===== src/verilog/smfs_defs.vh =====
// constants for the supply monitor and loop status register slice
// assumes an axi4-lite master on aclk and reset-cause levels valid while aresetn is low
//
// Overview of operation
// - reference exponent field reports log2 measuring cycles
// - closed loop: upper half reports ratio error
// - snapshot copies values and sets ready flag on the same edge
// - brownout write lock makes register read-only
// - brownout lock cleared except brownout reset, calibration
// - brownout trim_value done kept on brownout reset
// - brownout mode: off, reset, irq-only, reserved
// - regulator lock, cleared only by power-on reset
// - two read-only supply level bits
// - por mask bit blocks detector reset output
// - enable bits switch por detectors on, off
// - por status bits report detector active
// - deep mode unless disabled during low-power sleep
// - regulator trim_value done cleared by power-on only
// - read-only regulator-on status bit
// - regulator good only when enabled and settled
// - power-on reset forces regulator enable
// - voltage select default means 1.8V output
// - loop mode bit one means closed loop
// - closed loop: coarse and fine read-only
`ifndef SMFS_DEFS_VH
`define SMFS_DEFS_VH

`define SMFS_OFF_RATIO    6'h00
`define SMFS_OFF_SNAP     6'h04
`define SMFS_OFF_BOD      6'h08
`define SMFS_OFF_VREG     6'h0C
`define SMFS_OFF_LOOPCFG  6'h10
`define SMFS_OFF_STATUS   6'h14

`define SMFS_RESP_OKAY    2'h0
`define SMFS_RESP_SLVERR  2'h2

`define SMFS_SNAP_BIT     0

`define SMFS_LC_EN        0
`define SMFS_LC_MODE      1
`define SMFS_LC_FINE_LO   8
`define SMFS_LC_FINE_HI   16
`define SMFS_LC_COAR_LO   24
`define SMFS_LC_COAR_HI   31

`define SMFS_BOD_LVL_LO   0
`define SMFS_BOD_LVL_HI   5
`define SMFS_BOD_HYSTERESIS_ON     6
`define SMFS_BOD_MODE_LO  8
`define SMFS_BOD_MODE_HI  9
`define SMFS_BOD_CAL      16
`define SMFS_BOD_LOCK     31
`define SMFS_BOD_OFF      2'h0
`define SMFS_BOD_RESET    2'h1
`define SMFS_BOD_IRQONLY  2'h2
`define SMFS_BOD_MODE_RST 2'h0
`define SMFS_BOD_LVL_RST  6'h00

`define SMFS_VR_SEL       1
`define SMFS_VR_EN        5
`define SMFS_VR_GOOD      6
`define SMFS_VR_ON        7
`define SMFS_VR_TRIM_LO   8
`define SMFS_VR_TRIM_HI   11
`define SMFS_VR_CAL       16
`define SMFS_VR_NODEEP    17
`define SMFS_VR_IEN       18
`define SMFS_VR_IACT      19
`define SMFS_VR_IMASK     20
`define SMFS_VR_CEN       21
`define SMFS_VR_CACT      22
`define SMFS_VR_CMASK     23
`define SMFS_VR_ILVL      24
`define SMFS_VR_CLVL      25
`define SMFS_VR_PD        30
`define SMFS_VR_LOCK      31
`define SMFS_VR_SEL_RST   1'b0
`define SMFS_VR_TRIM_RST  4'h0

`define SMFS_ST_READY     0
`define SMFS_ST_PEND      1

`define SMFS_NSYNC        8

`endif


===== src/verilog/smfs_regs.v =====
// axi4-lite register slice: loop ratio report, snapshot, brownout and regulator control
// assumes reset-cause levels from the reset controller on aclk, analog status on async pins
`include "smfs_defs.vh"
`default_nettype none

module smfs_regs
(
   input  wire        aclk,
   input  wire        aresetn,
   input  wire        rst_cause_por,
   input  wire        rst_cause_bod,
   input  wire [31:0] s_axi_awaddr,
   input  wire        s_axi_awvalid,
   output wire        s_axi_awready,
   input  wire [31:0] s_axi_wdata,
   input  wire [3:0]  s_axi_wstrb,
   input  wire        s_axi_wvalid,
   output wire        s_axi_wready,
   output wire [1:0]  s_axi_bresp,
   output wire        s_axi_bvalid,
   input  wire        s_axi_bready,
   input  wire [31:0] s_axi_araddr,
   input  wire        s_axi_arvalid,
   output wire        s_axi_arready,
   output wire [31:0] s_axi_rdata,
   output wire [1:0]  s_axi_rresp,
   output wire        s_axi_rvalid,
   input  wire        s_axi_rready,
   input  wire [15:0] live_ratio_error,
   input  wire [4:0]  live_ref_cycle_exponent,
   input  wire [7:0]  live_coarse,
   input  wire [8:0]  live_fine,
   input  wire        fuse_load_busy,
   input  wire        fuse_load_done,
   input  wire [1:0]  fuse_bod_mode,
   input  wire        fuse_bod_hysteresis_on,
   input  wire [5:0]  fuse_bod_level,
   input  wire [3:0]  fuse_trim_value,
   input  wire        low_power_sleep,
   input  wire        bod_irq_unmasked,
   input  wire        bod_trip_pin,
   input  wire        core_supply_level_pin,
   input  wire        input_supply_level_pin,
   input  wire        core_por_trip_pin,
   input  wire        input_por_trip_pin,
   input  wire        regulator_on_pin,
   input  wire        regulator_settled_pin,
   output wire        loop_enable,
   output wire        loop_closed,
   output wire [7:0]  loop_coarse,
   output wire [8:0]  loop_fine,
   output wire [1:0]  bod_mode,
   output wire        hysteresis_on,
   output wire [5:0]  bod_level,
   output wire        bod_reset_req,
   output wire        bod_irq_req,
   output wire        core_por_enable,
   output wire        input_por_enable,
   output wire        core_por_reset_req,
   output wire        input_por_reset_req,
   output wire        regulator_enable,
   output wire        regulator_deep,
   output wire [3:0]  trim_value,
   output wire        out_voltage_select,
   output wire        output_pulldown
);

   // byte-lane merge of a write onto the old register value
   function [31:0] merge;
      input [31:0] old_v;
      input [31:0] new_v;
      input [3:0]  strb;
      integer      i;
      begin
         merge = old_v;
         for (i = 0; i < 4; i = i + 1)
            if (strb[i])
               merge[i*8 +: 8] = new_v[i*8 +: 8];
      end
   endfunction

   // offset match on the word address, low two bits ignored
   function hit;
      input [31:0] addr;
      input [5:0]  off;
      begin
         hit = (addr[31:6] == 26'h0) && (addr[5:2] == off[5:2]);
      end
   endfunction

   wire [`SMFS_NSYNC-1:0] pins_s;

   smfs_sync2 u_sync
   (
      .aclk     (aclk),
      .aresetn  (aresetn),
      .async_in ({1'b0, bod_trip_pin, regulator_settled_pin, regulator_on_pin,
                  input_por_trip_pin, core_por_trip_pin, input_supply_level_pin,
                  core_supply_level_pin}),
      .sync_out (pins_s)
   );

   wire core_lvl_s = pins_s[0];
   wire in_lvl_s   = pins_s[1];
   wire core_trp_s = pins_s[2];
   wire in_trp_s   = pins_s[3];
   wire reg_on_s   = pins_s[4];
   wire settled_s  = pins_s[5];
   wire bod_trp_s  = pins_s[6];

   reg        awready_q;
   reg        wready_q;
   reg        aw_held_q;
   reg        w_held_q;
   reg [31:0] awaddr_q;
   reg [31:0] wdata_q;
   reg [3:0]  wstrb_q;
   reg        bvalid_q;
   reg [1:0]  bresp_q;
   reg        arready_q;
   reg        rvalid_q;
   reg [31:0] rdata_q;
   reg [1:0]  rresp_q;

   wire commit = aw_held_q && w_held_q && !bvalid_q;
   wire wr_ratio = commit && hit(awaddr_q, `SMFS_OFF_RATIO);
   wire wr_snap  = commit && hit(awaddr_q, `SMFS_OFF_SNAP);
   wire wr_bod   = commit && hit(awaddr_q, `SMFS_OFF_BOD);
   wire wr_vreg  = commit && hit(awaddr_q, `SMFS_OFF_VREG);
   wire wr_cfg   = commit && hit(awaddr_q, `SMFS_OFF_LOOPCFG);
   wire wr_stat  = commit && hit(awaddr_q, `SMFS_OFF_STATUS);
   wire wr_known = wr_ratio || wr_snap || wr_bod || wr_vreg || wr_cfg || wr_stat;

   // write channel: address and data taken in either order, one write at a time
   always @(posedge aclk)
   begin
      if (!aresetn)
      begin
         awready_q <= 1'b1;
         wready_q  <= 1'b1;
         aw_held_q <= 1'b0;
         w_held_q  <= 1'b0;
         awaddr_q  <= 32'h00000000;
         wdata_q   <= 32'h00000000;
         wstrb_q   <= 4'h0;
         bvalid_q  <= 1'b0;
         bresp_q   <= `SMFS_RESP_OKAY;
      end
      else
      begin
         if (s_axi_awvalid && awready_q)
         begin
            awaddr_q  <= s_axi_awaddr;
            aw_held_q <= 1'b1;
            awready_q <= 1'b0;
         end
         if (s_axi_wvalid && wready_q)
         begin
            wdata_q  <= s_axi_wdata;
            wstrb_q  <= s_axi_wstrb;
            w_held_q <= 1'b1;
            wready_q <= 1'b0;
         end
         if (commit)
         begin
            aw_held_q <= 1'b0;
            w_held_q  <= 1'b0;
            bvalid_q  <= 1'b1;
            bresp_q   <= wr_known ? `SMFS_RESP_OKAY : `SMFS_RESP_SLVERR;
         end
         else if (bvalid_q && s_axi_bready)
         begin
            bvalid_q  <= 1'b0;
            awready_q <= 1'b1;
            wready_q  <= 1'b1;
         end
      end
   end

   wire [31:0] wd_snap = merge(32'h00000000, wdata_q, wstrb_q);

   reg        loop_en_q;
   reg        loop_mode_q;
   reg [7:0]  coarse_q;
   reg [8:0]  fine_q;
   reg [15:0] ratio_snap_q;
   reg [4:0]  refexp_snap_q;
   reg [7:0]  coarse_snap_q;
   reg [8:0]  fine_snap_q;
   reg        snap_pend_q;
   reg        loop_ready_q;

   wire [31:0] cfg_rd = {(loop_mode_q ? coarse_snap_q : coarse_q), 7'h00,
                         (loop_mode_q ? fine_snap_q : fine_q), 6'h00, loop_mode_q, loop_en_q};
   wire [31:0] wd_cfg = merge(cfg_rd, wdata_q, wstrb_q);
   wire        snap_req = wr_snap && wd_snap[`SMFS_SNAP_BIT];

   // loop configuration and snapshot of the live loop values
   always @(posedge aclk)
   begin
      if (!aresetn)
      begin
         loop_en_q     <= 1'b0;
         loop_mode_q   <= 1'b0;
         coarse_q      <= 8'h00;
         fine_q        <= 9'h000;
         ratio_snap_q  <= 16'h0000;
         refexp_snap_q <= 5'h00;
         coarse_snap_q <= 8'h00;
         fine_snap_q   <= 9'h000;
         snap_pend_q   <= 1'b0;
         loop_ready_q  <= 1'b0;
      end
      else
      begin
         if (wr_cfg)
         begin
            loop_en_q   <= wd_cfg[`SMFS_LC_EN];
            loop_mode_q <= wd_cfg[`SMFS_LC_MODE];
            if (!loop_mode_q)
            begin
               coarse_q <= wd_cfg[`SMFS_LC_COAR_HI:`SMFS_LC_COAR_LO];
               fine_q   <= wd_cfg[`SMFS_LC_FINE_HI:`SMFS_LC_FINE_LO];
            end
         end
         // capture first, flag one cycle later is not needed: both land on the same edge
         if (snap_pend_q)
         begin
            ratio_snap_q  <= live_ratio_error;
            refexp_snap_q <= live_ref_cycle_exponent;
            coarse_snap_q <= live_coarse;
            fine_snap_q   <= live_fine;
         end
         snap_pend_q <= snap_req;
         // the setting capture wins over a clearing request in the same cycle
         if (snap_pend_q)
            loop_ready_q <= 1'b1;
         else if (snap_req)
            loop_ready_q <= 1'b0;
      end
   end

   reg       bod_lock_q;
   reg       bod_cal_q;
   reg [1:0] bod_mode_q;
   reg       bod_hysteresis_on_q;
   reg [5:0] bod_level_q;

   wire [31:0] bod_rd = {bod_lock_q, 14'h0000, bod_cal_q, 6'h00, bod_mode_q, 1'b0, bod_hysteresis_on_q, bod_level_q};
   wire [31:0] wd_bod = merge(bod_rd, wdata_q, wstrb_q);

   // brownout control; a brownout reset keeps lock, calibration and settings
   always @(posedge aclk)
   begin
      if (!aresetn)
      begin
         // power-on wins when both causes are flagged
         if (rst_cause_por || !rst_cause_bod)
         begin
            bod_lock_q  <= 1'b0;
            bod_cal_q   <= 1'b0;
            bod_mode_q  <= `SMFS_BOD_MODE_RST;
            bod_hysteresis_on_q  <= 1'b0;
            bod_level_q <= `SMFS_BOD_LVL_RST;
         end
      end
      else
      begin
         if (fuse_load_busy)
            bod_lock_q <= 1'b0;
         else if (wr_bod && !bod_lock_q)
         begin
            bod_lock_q  <= wd_bod[`SMFS_BOD_LOCK];
            bod_mode_q  <= wd_bod[`SMFS_BOD_MODE_HI:`SMFS_BOD_MODE_LO];
            bod_hysteresis_on_q  <= wd_bod[`SMFS_BOD_HYSTERESIS_ON];
            bod_level_q <= wd_bod[`SMFS_BOD_LVL_HI:`SMFS_BOD_LVL_LO];
         end
         // fuse values override a software write in the same cycle
         if (fuse_load_done && !bod_cal_q)
         begin
            bod_mode_q  <= fuse_bod_mode;
            bod_hysteresis_on_q  <= fuse_bod_hysteresis_on;
            bod_level_q <= fuse_bod_level;
            bod_cal_q   <= 1'b1;
         end
      end
   end

   reg       vr_lock_q;
   reg       vr_cal_q;
   reg       vr_en_q;
   reg       vr_sel_q;
   reg       vr_pd_q;
   reg       vr_nodeep_q;
   reg [3:0] vr_trim_q;
   reg       cpor_en_q;
   reg       ipor_en_q;
   reg       cpor_mask_q;
   reg       ipor_mask_q;

   // status bits are read from the pins or the enables and have no storage
   wire [31:0] vr_rd = {vr_lock_q, vr_pd_q, 4'h0, core_lvl_s, in_lvl_s,
                        cpor_mask_q, cpor_en_q, cpor_en_q, ipor_mask_q, ipor_en_q, ipor_en_q,
                        vr_nodeep_q, vr_cal_q, 4'h0, vr_trim_q,
                        reg_on_s, vr_en_q && settled_s, vr_en_q, 3'h0, vr_sel_q, 1'b0};
   wire [31:0] wd_vr = merge(vr_rd, wdata_q, wstrb_q);

   // regulator control; only a power-on reset touches it
   always @(posedge aclk)
   begin
      if (!aresetn)
      begin
         if (rst_cause_por)
         begin
            vr_lock_q   <= 1'b0;
            vr_cal_q    <= 1'b0;
            vr_en_q     <= 1'b1;
            vr_sel_q    <= `SMFS_VR_SEL_RST;
            vr_pd_q     <= 1'b0;
            vr_nodeep_q <= 1'b0;
            vr_trim_q   <= `SMFS_VR_TRIM_RST;
            cpor_en_q   <= 1'b1;
            ipor_en_q   <= 1'b1;
            cpor_mask_q <= 1'b0;
            ipor_mask_q <= 1'b0;
         end
      end
      else
      begin
         if (wr_vreg && !vr_lock_q)
         begin
            vr_lock_q   <= wd_vr[`SMFS_VR_LOCK];
            vr_pd_q     <= wd_vr[`SMFS_VR_PD];
            cpor_mask_q <= wd_vr[`SMFS_VR_CMASK];
            ipor_mask_q <= wd_vr[`SMFS_VR_IMASK];
            cpor_en_q   <= wd_vr[`SMFS_VR_CEN];
            ipor_en_q   <= wd_vr[`SMFS_VR_IEN];
            vr_nodeep_q <= wd_vr[`SMFS_VR_NODEEP];
            vr_trim_q   <= wd_vr[`SMFS_VR_TRIM_HI:`SMFS_VR_TRIM_LO];
            vr_en_q     <= wd_vr[`SMFS_VR_EN];
            vr_sel_q    <= wd_vr[`SMFS_VR_SEL];
         end
         if (fuse_load_done && !vr_cal_q)
         begin
            vr_trim_q <= fuse_trim_value;
            vr_cal_q  <= 1'b1;
         end
      end
   end

   reg        bod_rst_q;
   reg        bod_irq_q;
   reg        cpor_rst_q;
   reg        ipor_rst_q;
   reg        deep_q;

   // derived controls, registered so every output leaves a flip-flop
   always @(posedge aclk)
   begin
      if (!aresetn)
      begin
         bod_rst_q  <= 1'b0;
         bod_irq_q  <= 1'b0;
         cpor_rst_q <= 1'b0;
         ipor_rst_q <= 1'b0;
         deep_q     <= 1'b0;
      end
      else
      begin
         bod_rst_q  <= bod_trp_s && (bod_mode_q == `SMFS_BOD_RESET);
         bod_irq_q  <= bod_trp_s && bod_irq_unmasked &&
                       ((bod_mode_q == `SMFS_BOD_RESET) || (bod_mode_q == `SMFS_BOD_IRQONLY));
         cpor_rst_q <= core_trp_s && cpor_en_q && !cpor_mask_q;
         ipor_rst_q <= in_trp_s && ipor_en_q && !ipor_mask_q;
         deep_q     <= low_power_sleep && !vr_nodeep_q;
      end
   end

   reg [31:0] rd_d;
   reg        rd_err_d;

   // read decode; the snapshot register is write-only and reads as zero
   always @*
   begin
      rd_d     = 32'h00000000;
      rd_err_d = 1'b0;
      if (hit(s_axi_araddr, `SMFS_OFF_RATIO))
         rd_d = {ratio_snap_q, 11'h000, refexp_snap_q};
      else if (hit(s_axi_araddr, `SMFS_OFF_SNAP))
         rd_d = 32'h00000000;
      else if (hit(s_axi_araddr, `SMFS_OFF_BOD))
         rd_d = bod_rd;
      else if (hit(s_axi_araddr, `SMFS_OFF_VREG))
         rd_d = vr_rd;
      else if (hit(s_axi_araddr, `SMFS_OFF_LOOPCFG))
         rd_d = cfg_rd;
      else if (hit(s_axi_araddr, `SMFS_OFF_STATUS))
      begin
         rd_d[`SMFS_ST_READY] = loop_ready_q;
         rd_d[`SMFS_ST_PEND]  = snap_pend_q;
      end
      else
         rd_err_d = 1'b1;
   end

   // read channel answers one cycle after the address is taken
   always @(posedge aclk)
   begin
      if (!aresetn)
      begin
         arready_q <= 1'b1;
         rvalid_q  <= 1'b0;
         rdata_q   <= 32'h00000000;
         rresp_q   <= `SMFS_RESP_OKAY;
      end
      else if (s_axi_arvalid && arready_q)
      begin
         arready_q <= 1'b0;
         rvalid_q  <= 1'b1;
         rdata_q   <= rd_d;
         rresp_q   <= rd_err_d ? `SMFS_RESP_SLVERR : `SMFS_RESP_OKAY;
      end
      else if (rvalid_q && s_axi_rready)
      begin
         rvalid_q  <= 1'b0;
         arready_q <= 1'b1;
      end
   end

   assign s_axi_awready      = awready_q;
   assign s_axi_wready       = wready_q;
   assign s_axi_bvalid       = bvalid_q;
   assign s_axi_bresp        = bresp_q;
   assign s_axi_arready      = arready_q;
   assign s_axi_rvalid       = rvalid_q;
   assign s_axi_rdata        = rdata_q;
   assign s_axi_rresp        = rresp_q;
   assign loop_enable        = loop_en_q;
   assign loop_closed        = loop_mode_q;
   assign loop_coarse        = coarse_q;
   assign loop_fine          = fine_q;
   assign bod_mode           = bod_mode_q;
   assign hysteresis_on      = bod_hysteresis_on_q;
   assign bod_level          = bod_level_q;
   assign bod_reset_req      = bod_rst_q;
   assign bod_irq_req        = bod_irq_q;
   assign core_por_enable    = cpor_en_q;
   assign input_por_enable   = ipor_en_q;
   assign core_por_reset_req = cpor_rst_q;
   assign input_por_reset_req = ipor_rst_q;
   assign regulator_enable   = vr_en_q;
   assign regulator_deep     = deep_q;
   assign trim_value         = vr_trim_q;
   assign out_voltage_select = vr_sel_q;
   assign output_pulldown    = vr_pd_q;

endmodule

`default_nettype wire


===== src/verilog/smfs_sync2.v =====
// two-stage synchroniser for asynchronous level inputs
// assumes levels change slowly compared with aclk
`include "smfs_defs.vh"
`default_nettype none

module smfs_sync2
(
   input  wire                   aclk,
   input  wire                   aresetn,
   input  wire [`SMFS_NSYNC-1:0] async_in,
   output wire [`SMFS_NSYNC-1:0] sync_out
);

   reg [`SMFS_NSYNC-1:0] meta_q;
   reg [`SMFS_NSYNC-1:0] sync_q;

   // first stage feeds only the second stage
   always @(posedge aclk)
   begin
      if (!aresetn)
      begin
         meta_q <= {`SMFS_NSYNC{1'b0}};
         sync_q <= {`SMFS_NSYNC{1'b0}};
      end
      else
      begin
         meta_q <= async_in;
         sync_q <= meta_q;
      end
   end

   assign sync_out = sync_q;

endmodule

`default_nettype wire


===== config.mk =====
export PLATFORM = sky130hd
export DESIGN_NAME = smfs_regs
export DESIGN_NICKNAME = d
export VERILOG_FILES = /design/src/verilog/smfs_regs.v /design/src/verilog/smfs_sync2.v
export VERILOG_INCLUDE_DIRS = /design/src /design/src/verilog
export SDC_FILE = /design/constraint.sdc
export NUM_CORES = 1
export LEC_CHECK = 0
export ABC_AREA = 1
export BUFFER_PORTS_ARGS = -buffer_cell sky130_fd_sc_hd__buf_2
export CAP_MARGIN = 20
export CELL_PAD_IN_SITES_DETAIL_PLACEMENT = 0
export CELL_PAD_IN_SITES_GLOBAL_PLACEMENT = 1
export CORE_ASPECT_RATIO = 0.6
export CORE_UTILIZATION = 33
export CTS_CLUSTER_SIZE = 10
export DETAILED_ROUTE_END_ITERATION = 7
export MAX_ROUTING_LAYER = met4
export PLACE_DENSITY_LB_ADDON = 0.08
export SLEW_MARGIN = 20
export SYNTH_ARGS = -nofsm -noshare
export SYNTH_HDL_FRONTEND = slang
export SYNTH_HIERARCHICAL = 1
export SYNTH_SLANG_ARGS = --single-unit

===== constraint.sdc =====
create_clock -name aclk -period 2 [get_ports aclk]
set_clock_uncertainty 0.2 [all_clocks]
set_input_delay 0.1 -clock aclk [delete_from_list [all_inputs] [get_ports aclk]]
set_output_delay 0.1 -clock aclk [all_outputs]
set_load 0.02 [all_outputs]

==> impl_metrics.tcl, run 1 <==
set metrics [dict create \
    outcome "finished, violations left" \
    violations "hold timing" \
    nets 1847 \
    core-area_mm2 0.0257 \
    wirelength_um 31800 \
    end_kind "flop" \
    post-cts-setup-buffers 0 \
    ys_warn_count 6 \
    drive_above_1_share_pct 20.8 \
    postCtsHoldBufs 215 \
    dpl_cell_area_mm2 0.0105 \
    rsz0062_at_grt "true" \
    top_usage_layer "met2" \
    use_met2_pct 35.8 \
    die_w_um 212 \
    hold_slack_ps -34.9 \
    area_delta_synth_final_pct 52.5 \
    ios 254 \
    cts_max_path_buffers 3 \
    cts.clk_slew.worst_paths_ps 60 \
    htreeDepth 1 \
    finalCritPeriodShare_pct 99.6 \
    post-route-util_pct 52.0 \
    cp_max_fo 4 \
    min_path_type "primary input to flop" \
    cts_buffers 24 \
    grtUsageTotal_pct 24.1 \
    grt_pass1_wl_um 49000 \
    syn_area_mm2 0.00875 \
    fin_crit_ps 1990 \
    gp_congestion 0.844 \
    multiInputGateArea_mm2 0.00365 \
    critical_path_class "flop to flop" \
    slowest_stage "dfxtp_1" \
    final-setup-viol-count 0 \
    crit_buf_inv 2 \
    vias 9334 \
    cts_sinks 207 \
    maxSlewHeadroom_pct 65.6 \
    post-route-cell-area_mm2 0.0133 \
    syn_inst 1209 \
    avgSynthCellArea_um2 7.24 \
    leakagePower_nw 6.42 \
    vdd_drop_max_mv 0.484 \
    clk_latency_ps 520 \
    cts-root-buf "clkbuf_16" \
    start_util_pct 34.1 \
    grt-ovfl-total 0 \
    worstPathArrival_ps 2020 \
    die_area_mm2 0.0272 \
    worstSetupStartpointType "flop" \
    drt_iter0_drc 610 \
    avgRoutedWirePerCell_um 15.6 \
    die_y_um 128 \
    filler_cell_count 2536 \
    grt_max_degree 87 \
    cp_top_family "simple AND/OR/NAND/NOR gates" \
    power.density_mw_per_mm2 739 \
    worstMarginPinSlew_ps 511 \
    cts_tree "built" \
    power_mw 9.86 \
    crit_chain "nor2_1 > nand2_1 > nor2_2 > nand3b_1 > nor2_4 > nand3b_1 > buf_4 > o21bai_1 > buf_4" \
    fmaxAchievable_mhz 502 \
    drt_first_pass_iters 5 \
    io_buffers 244 \
    cp.required_ps 2030 \
    slew_viol_final 0 \
    use_met1_pct 33.9 \
    regArea_mm2 0.00440 \
    met3_usage_pct 5.24 \
    drc 0 \
    avgViaCountPerCell 4.58 \
    core.rowCount 45 \
    grt_pass1_vias 8830 \
    max-cap-violations 0 \
    dp_hpwl_um 22100 \
    final_antenna_net_count 0 \
    antenna_found_initial 2 \
    hold_viol_final 2 \
    slowest_delay_ps 310 \
]
## worst register-to-register path: stages (launching register included)
cell and delay (ps):
dfxtp_1 310, nor2_1 100, nand2_1 70, nor2_2 130, nand3b_1 160, nor2_4 170
nand3b_1 130, buf_4 160, o21bai_1 110, buf_4 160
## power by group
part	leakage [nW]	total [mW]	internal (mW)	switching, mW
Clock	0.322	3.95	2.27	1.68
Sequential	1.73	4.54	4.41	0.125
Combinational	4.37	1.37	0.669	0.701
## cell usage in the layout (no fill, tap or decap), types with 3 or more instances in the layout
cell           count
a21oi_1           49
a21oi_2            8
buf_12             3
buf_2            243
buf_4             41
clkbuf_1          12
clkbuf_16         25
dfxtp_1          180
dlygate4sd3_1    214
edfxtp_1          25
inv_1            106
inv_2              4
nand2_1          208
nand2_2            9
nand3_1           38
nand3b_1           3
nand4_1            6
nor2_1           303
nor2_2             5
nor3_1             8
o21ai_0          168
## worst paths after layout
path,from,end,slack (ps),depth (start not counted)
max,awaddr_q[12],trim_value[2],9,9
min,aresetn,out_voltage_select,-30,4
max reg2reg,awaddr_q[12],trim_value[2],9,9
min reg2reg,u_sync/meta_q[0],u_sync/sync_out[0],210,2
## stage by stage
stage               setup WS [ps]  instances  TNS [ps]
floorplan                    95.2       1210         0
global placement            -84.6       1786      -818
detailed placement          -87.6       1786     -1110
CTS                         -2.26       2038     -3.89
global route                 -101       2039     -2530
finish                       8.52       2039         0
## state kept, by name, summed over array words and instances (netlist names), 2 cells and up
register,cells
s_axi_rdata,32
awaddr_q,30
wdata_q,29
ratio_snap_q,16
fine_snap_q,9
loop_fine,9
coarse_snap_q,8
loop_coarse,8
u_sync/meta_q,7
u_sync/sync_out,7
bod_level,6
refexp_snap_q,5
trim_value,4
wstrb_q,4
bod_mode,2
## routing by layer
layer  wire [µm]  part of all wire [%]
met1       15800                    50
met4         346                   1.1
met5           0                     0
met3        2220                   7.0
met2       13400                    42
## area by class of cell
type,count,area share [%]
timing repair buffer,504,28.2
clock buffer,37,5.03
sequential,207,33.0
tap,352,3.30
multi-input combinational,827,27.4
antenna,1,0.0188
inverter,111,3.12
## what timing repair did
action                                  in CTS  in global routing
resized for setup                            5                 12
pin swaps                                    3                  7
endpoints found under the setup margin      23                 64
hold endpoints to repair                   180                  2
Power figures use the tool's default switching activity.
==> run 2, diff against run 1 <==
--- a/config.mk
+++ b/config.mk
@@ -12,7 +12,7 @@
 export CELL_PAD_IN_SITES_DETAIL_PLACEMENT = 0
 export CELL_PAD_IN_SITES_GLOBAL_PLACEMENT = 1
 export CORE_ASPECT_RATIO = 0.6
-export CORE_UTILIZATION = 33
+export CORE_UTILIZATION = 37
 export CTS_CLUSTER_SIZE = 10
 export DETAILED_ROUTE_END_ITERATION = 7
 export MAX_ROUTING_LAYER = met4
==> constraint.sdc (replaced) <==
create_clock -name aclk -period 2.1 [get_ports aclk]
set_clock_uncertainty 0.2 [all_clocks]
set_input_delay 0.105 -clock aclk [delete_from_list [all_inputs] [get_ports aclk]]
set_output_delay 0.105 -clock aclk [all_outputs]
set_load 0.02 [all_outputs]
==> run 2 against run 1 <==
Compared with the run above:
- the run now ends clean
- combinational power is 15% lower
- setup slack better by 20 ps
- sequential share of layout area is 2.2 points higher
- utilization is 2.2 points higher
- clock power is 5.8% lower
- register-to-register slack better by 60 ps
- via count is 3.5% lower
- die area is 11% lower
- flip-flop and latch count stayed put
- power is 6.6% lower
- global-route usage is 1.3 points higher
- cell count is 5.6% lower
- largest cell class unchanged
- largest power group unchanged
==> impl_metrics.tcl, run 2 (synthesized netlist as in run 1, its figures left out) <==
set metrics [dict create \
    outcome "completed" \
    wirelength_um 30200 \
    clk_latency_ps 510 \
    htreeDepth 1 \
    min_path_type "primary input to flop" \
    gp_congestion 0.874 \
    drc 0 \
    nets 1773 \
    hold_viol_final 0 \
    fin_crit_ps 2070 \
    io_buffers 244 \
    worstMarginPinSlew_ps 611 \
    core-area_mm2 0.0231 \
    timing.rr.end "ipor_mask_q" \
    vias 9011 \
    avgViaCountPerCell 4.68 \
    drive_above_1_share_pct 21.4 \
    slowest_stage "dlygate4sd3_1" \
    top_usage_layer "met2" \
    met3_usage_pct 4.56 \
    post-route-util_pct 54.1 \
    grtUsageTotal_pct 25.3 \
    worstSetupStartpointType "primary input" \
    dp_hpwl_um 21100 \
    max-cap-violations 0 \
    die_y_um 121 \
    finalCritPeriodShare_pct 98.6 \
    area_delta_synth_final_pct 43.1 \
    end_kind "flop" \
    r2r-start "awaddr_q[7]" \
    worstPathArrival_ps 2090 \
    maxSlewHeadroom_pct 59.2 \
    reg2reg_depth 10 \
    vdd_drop_max_mv 0.569 \
    slowest_delay_ps 570 \
    crit_chain "dlygate4sd3_1 > buf_2 > nor2_2 > nand2_1 > dlygate4sd3_1 > inv_1 > o21ai_0 > nand2_1 > a21oi_2 > buf_4" \
    use_met2_pct 36.8 \
    layout_common_cells "nor2_1, buf_2, nand2_1" \
    grt-ovfl-total 0 \
    use_met1_pct 36.7 \
    cts.clk_slew.worst_paths_ps 60 \
    min_from "aresetn" \
    critical_path_class "primary input to flop" \
    rsz0062_at_grt "true" \
    drt_first_pass_iters 5 \
    cp_max_fo 7 \
    final_antenna_net_count 0 \
    cts_tree "built" \
    cts_max_path_buffers 3 \
    grt_pass1_vias 8520 \
    die_w_um 201 \
    largest_reg_flops 32 \
    dpl.cell_count 1741 \
    ios 254 \
    fmaxAchievable_mhz 483 \
    layoutNonFillerInstCount 1924 \
    hold_slack_ps 56.5 \
    filler_cell_count 2361 \
    power.density_mw_per_mm2 735 \
    hold_path_end "s_axi_arready" \
    slew_viol_final 0 \
    rrSetupSlack_ps 70 \
    drt_iter0_drc 562 \
    die_area_mm2 0.0243 \
    grt_pass1_wl_um 46700 \
    layout_commonest_cell "nor2_1" \
    leakagePower_nw 6.08 \
    whs_path_depth 3 \
    final-setup-viol-count 0 \
    start_util_pct 37.8 \
    cts-root-buf "clkbuf_16" \
    power_mw 9.21 \
    antenna_found_initial 1 \
    grt_max_degree 63 \
    cp.required_ps 2120 \
    post-cts-setup-buffers 0 \
    cts_sinks 207 \
    cts_buffers 24 \
    core.rowCount 43 \
    avgRoutedWirePerCell_um 15.7 \
]
==> run 2: changes by cell type in the layout (fill, tap and decap cells not counted), sizes merged <==
cell          previous run  this run
dlygate4sd3            214       149
dlymetal6s4s             1         0
buf                    289       281
clkbuf                  37        33
==> run 2: what timing repair did <==
action	4_1_cts	5_1_grt
resized for setup	0	17
hold buffers	149	0
setup endpoints to repair	0	39
endpoints found under the hold margin	166	0
==> run 2: how the worst max path moves through the flow <==
stage | from | endpoint | slack [ps] | cells after the start
floorplan | awaddr_q[16] | bod_level[0] | 60 | 8
global placement | awaddr_q[13] | vr_nodeep_q | 40 | 10
detailed placement | awaddr_q[13] | ipor_mask_q | 50 | 10
CTS | awaddr_q[13] | ipor_mask_q | 20 | 10
global route | rst_cause_por | bod_level[4] | -30 | 10
finish | rst_cause_por | hysteresis_on | 30 | 10
==> run 2: routing by layer <==
metal	up-vias	wire length [µm]
met1	4118	15300
met5	-	0
met2	255	12500
li1	4602	-
met3	36	1980
met4	0	440
==> run 2: worst max-delay path: cells and delay by family <==
family                 cells  cell delay [ps]
AND/OR/NAND/NOR            3              230
buffers and inverters      5             1500
AO/OA/AOI/OAI              2              280
==> run 2: power by group <==
group | internal, mW | switching, mW | total (mW)
Combinational | 0.537 | 0.636 | 1.17
Sequential | 4.20 | 0.117 | 4.32
Clock | 2.13 | 1.58 | 3.72
==> run 2: layout make-up <==
cell class / count / area [µm²] / area share [%]
repair buffers: 430 / 3010 / 24.0
flip-flops and latches: 207 / 4400 / 35.1
clock buffers: 33 / 656 / 5.24
inverters: 111 / 417 / 3.33
diodes: 1 / 2.50 / 0.0200
multi-input cells: 827 / 3650 / 29.2
well taps: 315 / 394 / 3.15
==> run 2: stage by stage <==
step	TNS, ps	cell area (µm²)	worst slack [ps]
final	0	12500	28.8
after global routing	-306	12500	-27.7
after global placement	0	10300	40.0
after floorplan	0	8750	56.4
after CTS	0	12500	24.8
after detailed placement	0	10300	47.1
